==> config.mk <==
export PLATFORM = sky130hd
export DESIGN_NAME = gp1_port
export DESIGN_NICKNAME = d
export VERILOG_FILES = /design/src/rtl/gp1_pkg.sv /design/src/rtl/gp1_port.sv
export SDC_FILE = /design/constraint.sdc
export NUM_CORES = 1
export LEC_CHECK = 0
export BUFFER_PORTS_ARGS = -buffer_cell sky130_fd_sc_hd__buf_2
export CAP_MARGIN = 20
export CORE_MARGIN = 10
export CORE_UTILIZATION = 50
export DETAILED_ROUTE_END_ITERATION = 7
export PLACE_DENSITY = 0.8
export SLEW_MARGIN = 20
export SYNTH_ARGS = -nofsm -noshare
export SYNTH_HDL_FRONTEND = slang
export SYNTH_SLANG_ARGS = --single-unit
==> constraint.sdc <==
create_clock -name clk_sys_i -period 1.3 [get_ports clk_sys_i]
set_input_delay 0 -clock clk_sys_i [delete_from_list [all_inputs] [get_ports clk_sys_i]]
set_output_delay 0 -clock clk_sys_i [all_outputs]
set_load 0.1 [all_outputs]
==> src/rtl/gp1_pkg.sv <==
// Summary of operation
// - direction one makes pin an output
// - direction zero makes pin an input
// - output pin drives its latch bit
// - latch write drives output pins one cycle later
// - latch write on input pin not driven
// - normal read of output returns latch
// - normal read of input returns pin
// - read-modify-write read returns latch always
// - peripheral enable drives pin, read shows it
// - open-drain output one floats the pin
// - reset clears all direction bits
// - standby float bit floats pins, blocks inputs
// - wake-enabled pins four, six stay unblocked
// - float bit zero keeps pins unchanged
// - pull-up bit one connects pull-up
// - pull-up off while pin driven low
// - pull-up bit two stored, no effect
package gp1_pkg;
    // ************************************************************
    // register offsets
    // ************************************************************
    localparam logic [1:0] OFS_DATA_LATCH = 2'h0;  // port_one_data_latch
    localparam logic [1:0] OFS_DIRECTION  = 2'h1;  // port_one_direction
    localparam logic [1:0] OFS_PULLUP     = 2'h2;  // port_one_pullup_enable
    localparam logic [1:0] OFS_CONTROL    = 2'h3;  // standby and wake control
    // ************************************************************
    // reset values and field positions
    // ************************************************************
    localparam logic [7:0] RST_DATA_LATCH = 8'h00;
    localparam logic [7:0] RST_DIRECTION  = 8'h00;
    localparam logic [7:0] RST_PULLUP     = 8'h00;
    localparam logic [7:0] RST_CONTROL    = 8'h00;
    localparam int CTL_FLOAT_BIT = 0;              // standby_pin_float_bit
    localparam int CTL_WAKE4_BIT = 1;              // wake enable pin four
    localparam int CTL_WAKE6_BIT = 2;              // wake enable pin six
    localparam int PIN_NO_PULLUP = 2;              // pin_two_no_pullup
    localparam int PIN_WAKE_A    = 4;              // pin_four_wake_capable
    localparam int PIN_WAKE_B    = 6;              // pin_six_wake_capable
endpackage : gp1_pkg

==> src/rtl/gp1_port.sv <==
`timescale 1ns/1ps
module gp1_port #(
    parameter int           WIDTH      = 8,
    parameter logic [7:0]   OPEN_DRAIN = 8'h00   // open-drain pin mask
) (
    // clock and reset
    input  wire logic              clk_sys_i,
    input  wire logic              rst_n_i,
    // register port
    input  wire logic [1:0]        addr_i,
    input  wire logic [7:0]        wdata_i,
    input  wire logic              wr_i,
    input  wire logic              rd_i,
    input  wire logic              rmw_i,         // read belongs to rmw instruction
    output logic      [7:0]        rdata_o,
    // system state
    input  wire logic              standby_i,     // stop or watch mode active
    // peripheral side
    input  wire logic [WIDTH-1:0]  periph_oe_i,
    input  wire logic [WIDTH-1:0]  periph_out_i,
    output logic      [WIDTH-1:0]  periph_in_o,   // gated pin inputs
    // pins
    input  wire logic [WIDTH-1:0]  pin_i,
    output logic      [WIDTH-1:0]  pin_o,
    output logic      [WIDTH-1:0]  pin_oe_o,
    output logic      [WIDTH-1:0]  pullup_en_o
);
    // ************************************************************
    // registers
    // ************************************************************
    logic [7:0]       port_one_data_latch;
    logic [7:0]       port_one_direction;
    logic [7:0]       port_one_pullup_enable;
    logic [7:0]       standby_control_reg;
    logic [WIDTH-1:0] pin_meta;                   // synchroniser stage one
    logic [WIDTH-1:0] pin_sync;                   // synchroniser stage two

    // ************************************************************
    // decode and pin logic
    // ************************************************************
    wire float_all = standby_i & standby_control_reg[gp1_pkg::CTL_FLOAT_BIT];
    logic [WIDTH-1:0] wake_keep;
    logic [WIDTH-1:0] next_drive;
    logic [WIDTH-1:0] next_oe;
    logic [WIDTH-1:0] next_val;
    logic [WIDTH-1:0] next_pu;
    logic [WIDTH-1:0] next_in;
    logic [WIDTH-1:0] normal_rd;

    genvar g;
    generate
        for (g = 0; g < WIDTH; g++) begin : g_pin
            if (g == gp1_pkg::PIN_WAKE_A) begin : g_w4
                assign wake_keep[g] = standby_control_reg[gp1_pkg::CTL_WAKE4_BIT];
            end else if (g == gp1_pkg::PIN_WAKE_B) begin : g_w6
                assign wake_keep[g] = standby_control_reg[gp1_pkg::CTL_WAKE6_BIT];
            end else begin : g_nw
                assign wake_keep[g] = 1'b0;
            end
            assign next_val[g]   = periph_oe_i[g] ? periph_out_i[g] : port_one_data_latch[g];
            assign next_drive[g] = periph_oe_i[g] | port_one_direction[g];
            // open drain floats high, standby with float bit floats all
            assign next_oe[g]    = next_drive[g] & ~float_all & ~(OPEN_DRAIN[g] & next_val[g]);
            // pull-up off when driving low, none on pin two
            if (g == gp1_pkg::PIN_NO_PULLUP) begin : g_np
                assign next_pu[g] = 1'b0;
            end else begin : g_pu
                assign next_pu[g] = port_one_pullup_enable[g] & ~(next_oe[g] & ~next_val[g]);
            end
            // input forced low during float unless wake exempt
            assign next_in[g]    = (float_all & ~wake_keep[g]) ? 1'b0 : pin_sync[g];
            assign normal_rd[g]  = (port_one_direction[g] & ~periph_oe_i[g]) ? port_one_data_latch[g] : next_in[g];
        end
    endgenerate

    wire [7:0] rd_latch = rmw_i ? port_one_data_latch : 8'(normal_rd);
    wire [7:0] next_rdata =
        (addr_i == gp1_pkg::OFS_DATA_LATCH) ? rd_latch :
        (addr_i == gp1_pkg::OFS_DIRECTION)  ? port_one_direction :
        (addr_i == gp1_pkg::OFS_PULLUP)     ? port_one_pullup_enable :
                                              {5'h00, standby_control_reg[2:0]};

    // ************************************************************
    // register writes
    // ************************************************************
    // byte-wide registers
    always_ff @(posedge clk_sys_i or negedge rst_n_i) begin
        if (!rst_n_i) begin
            port_one_data_latch    <= gp1_pkg::RST_DATA_LATCH;
            port_one_direction     <= gp1_pkg::RST_DIRECTION;
            port_one_pullup_enable <= gp1_pkg::RST_PULLUP;
            standby_control_reg    <= gp1_pkg::RST_CONTROL;
        end else if (wr_i) begin
            if (addr_i == gp1_pkg::OFS_DATA_LATCH) begin
                port_one_data_latch <= wdata_i;
            end else if (addr_i == gp1_pkg::OFS_DIRECTION) begin
                port_one_direction <= wdata_i;
            end else if (addr_i == gp1_pkg::OFS_PULLUP) begin
                port_one_pullup_enable <= wdata_i;
            end else begin
                standby_control_reg <= {5'h00, wdata_i[2:0]};
            end
        end
    end

    // ************************************************************
    // outputs and synchroniser
    // ************************************************************
    // registered outputs, one cycle after register change
    always_ff @(posedge clk_sys_i or negedge rst_n_i) begin
        if (!rst_n_i) begin
            pin_meta    <= '0;
            pin_sync    <= '0;
            pin_o       <= '0;
            pin_oe_o    <= '0;
            pullup_en_o <= '0;
            periph_in_o <= '0;
            rdata_o     <= 8'h00;
        end else begin
            pin_meta    <= pin_i;
            pin_sync    <= pin_meta;
            pin_o       <= next_val;
            pin_oe_o    <= next_oe;
            pullup_en_o <= next_pu;
            periph_in_o <= next_in;
            rdata_o     <= rd_i ? next_rdata : 8'h00;
        end
    end

    // ************************************************************
    // checks
    // ************************************************************
    property p_reset_dir;
        @(posedge clk_sys_i) $rose(rst_n_i) |-> port_one_direction == 8'h00;
    endproperty
    a_reset_dir: assert property (p_reset_dir) else $error("direction not cleared");
    property p_drive;
        @(posedge clk_sys_i) disable iff (!rst_n_i)
        (!float_all && port_one_direction[1] && !periph_oe_i[1] && !OPEN_DRAIN[1])
            |=> pin_oe_o[1] && pin_o[1] == $past(port_one_data_latch[1]);
    endproperty
    a_drive: assert property (p_drive) else $error("output pin not driven");
    // open-drain pin with latch one must let go of the pad
    property p_open_drain;
        @(posedge clk_sys_i) disable iff (!rst_n_i)
        (!float_all && port_one_direction[0] && !periph_oe_i[0] && OPEN_DRAIN[0] && port_one_data_latch[0])
            |=> !pin_oe_o[0];
    endproperty
    a_open_drain: assert property (p_open_drain) else $error("open-drain pin driven high");
    // wake-enabled pin four keeps its input during float
    property p_wake;
        @(posedge clk_sys_i) disable iff (!rst_n_i)
        (float_all && standby_control_reg[gp1_pkg::CTL_WAKE4_BIT])
            |=> periph_in_o[gp1_pkg::PIN_WAKE_A] == $past(pin_sync[gp1_pkg::PIN_WAKE_A]);
    endproperty
    a_wake: assert property (p_wake) else $error("wake pin input blocked");
    // pin six blocked when its wake enable is clear
    property p_block;
        @(posedge clk_sys_i) disable iff (!rst_n_i)
        (float_all && !standby_control_reg[gp1_pkg::CTL_WAKE6_BIT]) |=> !periph_in_o[gp1_pkg::PIN_WAKE_B];
    endproperty
    a_block: assert property (p_block) else $error("floated input not blocked");
    // peripheral enable drives its own level
    property p_periph;
        @(posedge clk_sys_i) disable iff (!rst_n_i)
        (!float_all && periph_oe_i[7] && !OPEN_DRAIN[7])
            |=> pin_oe_o[7] && pin_o[7] == $past(periph_out_i[7]);
    endproperty
    a_periph: assert property (p_periph) else $error("peripheral drive lost");
    // pull-up follows its bit unless pin driven low
    property p_pullup;
        @(posedge clk_sys_i) disable iff (!rst_n_i)
        (port_one_pullup_enable[1] && !(next_oe[1] && !next_val[1])) |=> pullup_en_o[1];
    endproperty
    a_pullup: assert property (p_pullup) else $error("pull-up not connected");
    property p_float;
        @(posedge clk_sys_i) disable iff (!rst_n_i) float_all |=> pin_oe_o == '0;
    endproperty
    a_float: assert property (p_float) else $error("standby pins not floated");
    property p_rmw;
        @(posedge clk_sys_i) disable iff (!rst_n_i)
        (rd_i && rmw_i && addr_i == gp1_pkg::OFS_DATA_LATCH && !wr_i) |=> rdata_o == $past(port_one_data_latch);
    endproperty
    a_rmw: assert property (p_rmw) else $error("rmw read not latch");
    property p_low_pu;
        @(posedge clk_sys_i) disable iff (!rst_n_i) (pin_oe_o[0] && !pin_o[0]) |-> !pullup_en_o[0];
    endproperty
    a_low_pu: assert property (p_low_pu) else $error("pull-up on while low");
    property p_nopu;
        @(posedge clk_sys_i) disable iff (!rst_n_i) !pullup_en_o[gp1_pkg::PIN_NO_PULLUP];
    endproperty
    a_nopu: assert property (p_nopu) else $error("pin two pull-up active");
    property p_write;
        @(posedge clk_sys_i) disable iff (!rst_n_i)
        (wr_i && addr_i == gp1_pkg::OFS_DATA_LATCH) |=> port_one_data_latch == $past(wdata_i);
    endproperty
    a_write: assert property (p_write) else $error("latch write lost");
    property p_input;
        @(posedge clk_sys_i) disable iff (!rst_n_i)
        (!float_all && !port_one_direction[1] && !periph_oe_i[1]) |=> !pin_oe_o[1];
    endproperty
    a_input: assert property (p_input) else $error("input pin driven");
endmodule : gp1_port

==> results of run 1 <==
## what timing repair did
item / 4_1_cts / 5_1_grt
hold endpoints to repair: 141 / 0
endpoints found under the setup margin: 0 / 0
buffers inserted: 0 / 0
hold buffers: 34 / 0
## power groups by stage
stage | Sequential, mW | Clock (mW) | Combinational (mW)
2_1_floorplan | 4.42 | 0 | 0.512
3_3_place_gp | 3.13 | 0 | 2.26
3_5_place_dp | 3.14 | 0 | 2.29
4_1_cts | 3.09 | 1.84 | 2.38
5_1_grt | 3.13 | 1.95 | 2.48
6_report | 3.10 | 1.81 | 2.36
## logic make-up (layout without fill, tap and decap cells)
| logic type | count (synthesis) | in the layout | share of synthesized area, % |
|---|---|---|---|
| AOI/OAI and AO/OA | 44 | 44 | 8.19 |
| buffers and inverters | 27 | 154 | 4.13 |
| DFF | 82 | 82 | 65.8 |
| muxes | 46 | 46 | 17.1 |
| other | 1 | 2 | 0.120 |
| and+or+nand+nor | 23 | 23 | 4.66 |
## layout make-up
type | count | area [um^2]
clock buffer | 12 | 145
antenna | 1 | 2.50
inverter | 20 | 75.1
tap | 75 | 93.8
clock inverter | 4 | 51.3
sequential | 82 | 2050
timing repair buffer | 118 | 803
fill | 407 | 1830
multi-input combinational | 114 | 936
## Yosys cell counts (2+ instances only)
cell | n | share of area [%]
buf_4 | 3 | 0.72
inv_1 | 20 | 2.4
o22ai_1 | 2 | 0.40
mux2_4 | 8 | 3.9
mux2i_1 | 13 | 4.2
o211ai_1 | 3 | 0.72
nand2_1 | 6 | 0.72
nand3b_2 | 2 | 0.72
a21oi_1 | 21 | 3.4
o21a_1 | 10 | 2.4
mux2_2 | 25 | 9.0
and2_1 | 6 | 1.2
nor2b_1 | 5 | 1.0
o21ai_0 | 8 | 1.3
dfrtp_1 | 82 | 66
buf_6 | 2 | 0.72
## layer usage
metal / wire, um / part of all wire (%) / vias up
met1: 2850 / 40 / 1059
li1: - / - / 997
met2: 3590 / 50 / 73
met3: 621 / 8.7 / 8
met5: 0 / 0 / -
met4: 91 / 1.3 / 0
## metrics by stage
| stage | total power, mW | utilization, % |
|---|---|---|
| detailed placement | 5.44 | 60.4 |
| floorplan | 4.93 | - |
| global placement | 5.39 | 60.4 |
| global route | 7.57 | 69.4 |
| CTS | 7.31 | 69.4 |
| finish | 7.27 | 69.4 |
## worst max path at each step
stage                                 startpoint    endpoint  slack, ns  depth (start not counted)
after global placement    standby_control_reg[0]  rdata_o[2]       0.18                          5
after global routing      standby_control_reg[0]  rdata_o[0]       0.01                          5
after CTS                 standby_control_reg[0]  rdata_o[2]       0.11                          5
final                     standby_control_reg[0]  rdata_o[2]       0.12                          5
after floorplan           standby_control_reg[0]  rdata_o[4]       0.22                          5
after detailed placement  standby_control_reg[0]  rdata_o[2]       0.15                          5
## worst reg2reg max path, stage by stage, from the launching register on
cell     delay (ns)
dfrtp_1        0.40
nand2_1        0.08
buf_4          0.17
and2_1         0.18
mux2i_1        0.08
a21oi_1        0.18
==> metrics.cfg, run 1 <==
[run_status]
status=completed

[floorplan]
num_rows=28
die_w_um=99.0
dieArea_um2=9790
core-area_um2=5990
start_util_pct=52.0
num_io_pins=80
die_height_um=99.0

[sta]
layout_worst_path_cycle_share_pct=90.8
slew_violations=0
hold_viol=0
worst_slack_ns=0.119
fmax_mhz=847
rsz0062_at_grt=false
setup_viol=0
finClkSkew_ns=0.00897
post-route-min-period_ns=1.18
holdWs_ns=0.112
setup_tns_ns=0

[synthesis]
synth_edf_count=0
synth_cell_types=23
syn_nets=263
yosysSeqAreaShare_pct=65.8
yosysWarnings=0
synthArstFlopShare_pct=100
netlist_area_um2=3120
syn_inst=223
syn_area_per_cell_um2=14.0
yosys_most_used_dff=dfrtp_1
synth_seq_cells=82

[drt]
totalWireLength_um=7150
vias=2137
drt-wirelength-per-cell_um=16.8
vias_per_cell=5.02
ant_nets=0
drc_errors=0
drt-initial-drc-count=67
dr.pass1.iters=4

[global_route]
grt_usage_pct=15.3
met1_usage_pct=17.8
grtUsageMet2_pct=24.9
grt_overflow=0
grt_antenna_before_repair=1
grt_busiest_layer=met2
grt_pass1_wl_um=11900
grt_util_met3_pct=5.24
grt_max_degree=33
grt_pass1_vias=2406

[setup_path]
path_class=flop to flop
worstPathCellList=nand2_1, buf_4, and2_1, mux2i_1, a21oi_1
crit_buf_inv=1
r2r_cells=5
ff2ff_setup_slack_ns=0.12
critical-path-top-delay-family=flip-flops
reg2reg_from=standby_control_reg[0]
critPathRequiredTime_ns=1.57
cp_slowest_cell=dfrtp_1
critPathMaxStageDelay_ns=0.40
cp-end-kind=flop
critPathLaunchType=flop
crit_fanout=8
r2r-end=rdata_o[2]
arrival_ns=1.45

[power]
p_int_mw=4.42
power.share.combinational_pct=32.5
irDropWorstVdd_mv=1.01
power.share.switching_pct=39.1
power_frac_clock_pct=24.9
p_per_area_nw_per_um2=1750
p_switching_mw=2.84
p_seq_share_pct=42.6
power_leakage_nw=2.05

[clock_network]
root_buffer=clkbuf_8
cts_buffer_depth=2
clk-insertion-delay-late_ns=0.35
numCtsBuffers=9
clk_pin_slew_ns=0.08
cts_tree=yes
h-tree-depth=3
ctsResizeCount=0
cts.sinks=82

[placed_design]
post_dp_cell_area_um2=3620
hpwl_um=5020
dp_worst_setup_slack_ns=0.150
post-place-cells=375
gp_congestion=0.799
io_buffer_count=78

[worst_hold_path]
hold_depth=4
min_to=pin_oe_o[2]
hp-start=standby_i
hold_class=primary input to flop

[finish]
layout.nets=385
synthToLayoutAreaGrowth_pct=33.4
fin_area_um2=4160
final-instance-count-excl-fill=426
final_common_cell=dfrtp_1
layout_common_cells=dfrtp_1 (82), buf_2 (77), dlygate4sd3_1 (34)
drive_gt1_share_pct=38.6

[job]
drv_cap=0

(Power assumes the default switching activity.)
==> run 2: changes to the inputs <==
--- a/config.mk
+++ b/config.mk
@@ -5,12 +5,14 @@
 export SDC_FILE = /design/constraint.sdc
 export NUM_CORES = 1
 export LEC_CHECK = 0
+export ABC_AREA = 1
 export BUFFER_PORTS_ARGS = -buffer_cell sky130_fd_sc_hd__buf_2
 export CAP_MARGIN = 20
 export CORE_MARGIN = 10
 export CORE_UTILIZATION = 50
 export DETAILED_ROUTE_END_ITERATION = 7
-export PLACE_DENSITY = 0.8
+export GPL_ROUTABILITY_DRIVEN = 1
+export PLACE_DENSITY = 0.79
 export SLEW_MARGIN = 20
 export SYNTH_ARGS = -nofsm -noshare
 export SYNTH_HDL_FRONTEND = slang
==> run 2 against run 1 <==
  * Global-route usage grew 0.23 points
  * Critical path depth decreased by 1
  * Sequential power is 3% lower
  * Worst hold slack better by 0.016 ns
  * Largest cell class unchanged
  * Largest power group unchanged
  * Highest routed layer unchanged
==> metrics.cfg, run 2 <==
[setup_path]
critPathRequiredTime_ns=1.57  ; about the same
cp-end-kind=flop  ; unchanged
arrival_ns=1.46  ; was 1.45 ns
critPathLaunchType=flop  ; unchanged
crit_fanout=11  ; was 8
path_class=flop to flop  ; unchanged

[power]
p_total_mw=6.93  ; was 7.27 mW
p_per_area_nw_per_um2=1590  ; was 1750 nW/um^2
irDropWorstVdd_mv=0.958  ; was 1.01 mV
power_leakage_nw=2.32  ; was 2.05 nW

[global_route]
grt_usage_pct=15.5  ; was 15.3%
grt_antenna_before_repair=0  ; was 1
grt_pass1_wl_um=12700  ; was 11900 um
grt_pass1_vias=2740  ; was 2406
grt_overflow=0  ; unchanged
grt_max_degree=83  ; was 33

[sta]
layout_worst_path_cycle_share_pct=91.8  ; was 90.8%
finClkSkew_ns=0.00715  ; was 0.00897 ns
post-route-min-period_ns=1.19  ; was 1.18 ns
setup_viol=0  ; unchanged
fmax_mhz=838  ; was 847 MHz
maxSlewHeadroom_pct=66.1
setup_tns_ns=0  ; unchanged
hold_viol=0  ; unchanged
tightest_slew_ns=0.513
slew_violations=0  ; unchanged
rsz0062_at_grt=false  ; unchanged

[drt]
ant_nets=0  ; unchanged
drc_errors=0  ; unchanged
totalWireLength_um=7670  ; was 7150 um
dr.pass1.iters=5  ; was 4
drt-initial-drc-count=104  ; was 67
drt-wirelength-per-cell_um=14.3  ; was 16.8 um
vias_per_cell=4.89  ; was 5.02
vias=2618  ; was 2137

[floorplan]
die_w_um=101  ; was 99.0 um
num_rows=29  ; was 28
dieArea_um2=10300  ; was 9790 um^2
num_io_pins=80  ; unchanged
die_height_um=101  ; was 99.0 um
core-area_um2=6390  ; was 5990 um^2
start_util_pct=52.0  ; about the same

[finish]
antenna_cells=0  ; was 1
regArea_um2=2050  ; unchanged
final_common_cell=nand2_1  ; was dfrtp_1
layout.nets=493  ; was 385
layout_common_cells=nand2_1 (87), dfrtp_1 (82), buf_2 (77)  ; was dfrtp_1 (82), buf_2 (77), dlygate4sd3_1 (34)
finish.utilization_pct=68.5  ; was 69.4%
synthToLayoutAreaGrowth_pct=31.7  ; was 33.4%
n_fill_cell=487  ; was 407
drive_gt1_share_pct=29.7  ; was 38.6%
multi_input_area_um2=1000  ; was 936 um^2

[placed_design]
gp_congestion=0.799  ; about the same
io_buffer_count=78  ; unchanged
hpwl_um=5090  ; was 5020 um

[synthesis]
synth_top_area_share_pct=61.8  ; was 65.8%
syn_inst=329  ; was 223
synth_area_leaders=dfrtp_1 (62%), nand2_1 (9.8%), o21ai_2 (6.3%)  ; was dfrtp_1 (66%), mux2_2 (9.0%), mux2i_1 (4.2%)
synth_cell_types=24  ; was 23
yosysWarnings=0  ; unchanged
syn_nets=369  ; was 263
yosysSeqAreaShare_pct=61.8  ; was 65.8%
synth_edf_count=0  ; unchanged
syn_area_per_cell_um2=10.1  ; was 14.0 um^2
yosys_most_used_dff=dfrtp_1  ; unchanged
ys_top_cells_by_count=nand2_1 (87), dfrtp_1 (82), inv_1 (44)  ; was dfrtp_1 (82), mux2_2 (25), a21oi_1 (21)
synth_seq_cells=82  ; unchanged
yosys.area.top_type=dfrtp_1  ; unchanged
yosysMostFrequentCell=nand2_1  ; was dfrtp_1
netlist_area_um2=3320  ; was 3120 um^2
synthArstFlopShare_pct=100  ; unchanged

[clock_network]
cts.sinks=82  ; unchanged
h-tree-depth=3  ; unchanged
cts_buffer_depth=2  ; unchanged
cts_setup_buffers=0  ; unchanged
root_buffer=clkbuf_8  ; unchanged
clk_pin_slew_ns=0.08  ; about the same
clk-insertion-delay-late_ns=0.35  ; about the same
numCtsBuffers=9  ; unchanged
ctsHoldBuffers=41  ; was 34
ctsResizeCount=0  ; unchanged
cts_tree=yes  ; unchanged

[job]
drv_cap=0  ; unchanged

[run_status]
status=completed  ; unchanged

[worst_hold_path]
hold_class=primary input to flop  ; unchanged

-- run 2: cell count changes after synthesis, moves of 11 or more --
cell     delta
a21oi_1    -11
inv_1      +24
mux2_2     -25
mux2i_1    -13
nand2_1    +81
nor2_1     +23
o21ai_2    +24
-- run 2: logic make-up after synthesis --
kind of cell	after synthesis	share of synthesized area, %
AND/OR/NAND/NOR	134	18.2
flip-flops	82	61.8
AO/OA/AOI/OAI	57	11.9
buffers and inverters	55	8.06
other	1	0.113
-- run 2: path summary, 6_finish.rpt --
| check | start | end | slack (ns) | depth (start not counted) |
|---|---|---|---|---|
| max | standby_control_reg[0] | pullup_en_o[7] | 0.11 | 4 |
| min | standby_i | periph_in_o[1] | 0.13 | 5 |
| max reg2reg | standby_control_reg[0] | pullup_en_o[7] | 0.11 | 4 |
| min reg2reg | pin_meta[0] | pin_sync[0] | 0.35 | 0 |
| max in group asynchronous | rst_n_i | periph_in_o[2] | 0.77 | 3 |
| min in group asynchronous | rst_n_i | pin_sync[4] | 0.22 | 3 |
-- run 2: layer usage --
| metal | GRT usage (%) | wire, um | vias up |
|---|---|---|---|
| met4 | 7.61 | 135 | 0 |
| met2 | 25.5 | 3820 | 76 |
| met1 | 18.1 | 3090 | 1248 |
| met5 | 0 | 0 | - |
| li1 | - | - | 1281 |
| met3 | 4.63 | 629 | 13 |
-- run 2: layout make-up --
class	count	area share, %
Inverter	46	4.12
Timing Repair Buffer	122	19.2
Clock buffer	11	3.46
Clock inverter	5	1.20
Tap cell	77	2.20
Multi-Input combinational cell	192	22.9
Sequential cell	82	46.9
-- run 2: worst max-delay path, stage by stage (launching register included) --
cell and delay [ns]:
dfrtp_1 0.39, nand2_2 0.07, inv_1 0.36, a21oi_1 0.10, a31oi_1 0.18
-- run 2: power breakdown --
| group | internal [mW] | switching [mW] | total [mW] |
|---|---|---|---|
| logic | 0.450 | 1.63 | 2.08 |
| registers | 2.85 | 0.151 | 3.00 |
| clock network | 0.981 | 0.864 | 1.85 |
| total | 4.28 | 2.65 | 6.93 |
-- run 2: through the flow --
stage / setup WS [ns] / instance area, um^2 / hold slack, ns / instances
6_report: 0.107 / 4370 / 0.128 / 535
5_1_grt: 0.0212 / 4370 / 0.144 / 535
4_1_cts: 0.125 / 4370 / 0.115 / 535
3_5_place_dp: 0.149 / 3760 / 0.0585 / 478
3_3_place_gp: 0.221 / 3760 / 0.0548 / 478
2_1_floorplan: 0.252 / 3320 / -0.296 / 329
==> run 3: changes to the inputs <==
==> constraint.sdc (replaced) <==
create_clock -name clk_sys_i -period 1.3 [get_ports clk_sys_i]
set_input_delay 0.13 -clock clk_sys_i [delete_from_list [all_inputs] [get_ports clk_sys_i]]
set_output_delay 0.13 -clock clk_sys_i [all_outputs]
set_load 0.1 [all_outputs]
==> run 3 against run 2 <==
  * Critical endpoint is now pin_oe_o[5]
  * Worst setup slack worse by 0.070 ns
  * Combinational power down 2%
  * Power rose by 1.9%
  * Critical path depth is 3 lower
  * Highest routed layer unchanged
  * Design area down 4.9%
==> metrics.cfg, run 3 (synthesis results as in run 2) <==
[run_status]
status=completed  ; unchanged

[placed_design]
gp_congestion=0.813  ; was 0.799
post-place-cells=480  ; was 478
hpwl_um=5400  ; was 5090 um
io_buffer_count=78  ; unchanged

[setup_path]
crit_fanout=1  ; was 11
critical-path-top-delay-family=buffers and inverters  ; was flip-flops
critPathRequiredTime_ns=1.17  ; was 1.57 ns
arrival_ns=1.13  ; was 1.46 ns
worstPathCellList=buf_2  ; was nand2_2, inv_1, a21oi_1, a31oi_1
crit_buf_inv=1  ; unchanged
critPathLaunchType=flop  ; unchanged
critPathMaxStageDelay_ns=0.43  ; was 0.39 ns
path_class=flop to output port  ; was flop to flop
cp-end-kind=output port  ; was flop
cp_slowest_cell=buf_2  ; was dfrtp_1

[drt]
drt-initial-drc-count=113  ; was 104
dr.pass1.iters=4  ; was 5
drt-wirelength-per-cell_um=14.9  ; was 14.3 um
vias_per_cell=4.90  ; was 4.89
totalWireLength_um=7600  ; was 7670 um
vias=2504  ; was 2618
drc_errors=0  ; unchanged
ant_nets=0  ; unchanged

[power]
p_per_area_nw_per_um2=1700  ; was 1590 nW/um^2
p_total_mw=7.06  ; was 6.93 mW
power_leakage_nw=2.24  ; was 2.32 nW
irDropWorstVdd_mv=0.892  ; was 0.958 mV

[finish]
final-instance-count-excl-fill=511  ; was 535
layout.nets=469  ; was 493
drive_gt1_share_pct=31.6  ; was 29.7%
synthToLayoutAreaGrowth_pct=25.2  ; was 31.7%
antenna_cells=0  ; unchanged
finish.utilization_pct=65.1  ; was 68.5%
final_common_cell=nand2_1  ; unchanged
layout_common_cells=nand2_1 (87), dfrtp_1 (82), buf_2 (76)  ; was nand2_1 (87), dfrtp_1 (82), buf_2 (77)

[clock_network]
clk_pin_slew_ns=0.08  ; about the same
cts_setup_buffers=0  ; unchanged
cts_buffer_depth=2  ; unchanged
cts.sinks=82  ; unchanged
root_buffer=clkbuf_8  ; unchanged
numCtsBuffers=9  ; unchanged
h-tree-depth=3  ; unchanged
clk-insertion-delay-late_ns=0.35  ; about the same
cts_tree=yes  ; unchanged

[sta]
rsz0062_at_grt=false  ; unchanged
setup_viol=0  ; unchanged
slew_violations=0  ; unchanged
layout_worst_path_cycle_share_pct=97.2  ; was 91.8%
hold_viol=0  ; unchanged
fmax_mhz=792  ; was 838 MHz
post-route-min-period_ns=1.26  ; was 1.19 ns
setup_tns_ns=0  ; unchanged
finClkSkew_ns=0.00408  ; was 0.00715 ns

[worst_hold_path]
hold_class=primary input to flop  ; unchanged

[floorplan]
die_height_um=101  ; unchanged
start_util_pct=52.0  ; unchanged
dieArea_um2=10300  ; unchanged
num_rows=29  ; unchanged
num_io_pins=80  ; unchanged
core-area_um2=6390  ; unchanged
die_w_um=101  ; unchanged

[global_route]
grt_max_degree=34  ; was 83
grt_overflow=0  ; unchanged
grt_antenna_before_repair=0  ; unchanged
grt_usage_pct=15.4  ; was 15.5%
grt_pass1_vias=2519  ; was 2740
grt_pass1_wl_um=12400  ; was 12700 um

[job]
drv_cap=0  ; unchanged

==> run 3: routing by layer <==
layer  GRT usage, %  vias up  wire length, um
met1           19.1     1179             3160
met3           5.11        9              610
met4           5.68        0              102
met2           24.4       80             3720
li1               -     1236                -
met5              0        -                0
==> run 3: final timing paths <==
kind,start,endpoint,slack [ns],cells after the start
min in group asynchronous,rst_n_i,periph_in_o[7],0.20,2
max in group asynchronous,rst_n_i,pin_sync[2],0.64,3
setup / recovery,pin_oe_o[5],pin_oe_o[5],0.04,1
hold reg to reg,pin_meta[6],pin_sync[6],0.35,0
setup reg to reg,standby_control_reg[0],pullup_en_o[0],0.12,4
hold / removal,periph_oe_i[1],pin_o[1],0.01,3
==> run 3: area by class of cell <==
| type | instances | area [um^2] |
|---|---|---|
| Tap cell | 77 | 96.3 |
| Multi-Input combinational cell | 192 | 1000 |
| Sequential cell | 82 | 2050 |
| Clock inverter | 5 | 77.6 |
| Timing Repair Buffer | 98 | 608 |
| Clock buffer | 11 | 141 |
| Fill cell | 516 | 2230 |
| Inverter | 46 | 180 |
==> run 3: what timing repair did <==
action                     4_1_cts  5_1_grt
hold buffers                    15        0
setup endpoints to repair        0        2
gates resized for setup          0        2
hold endpoints to repair        95        0
==> run 3: power breakdown <==
part	internal [mW]	switching (mW)	leakage, nW
registers	2.85	0.152	1.01
logic	0.409	1.63	1.12
clock network	1.13	0.891	0.109
==> run 3: metrics by stage <==
stage               hold WS (ns)  cell area, um^2  setup slack [ns]
floorplan                 -0.166             3320             0.252
global placement          0.0353             3780             0.139
detailed placement        0.0382             3780             0.145
CTS                      0.00250             4150           0.00591
global route              0.0237             4160           0.00679
finish                   0.00962             4160            0.0370
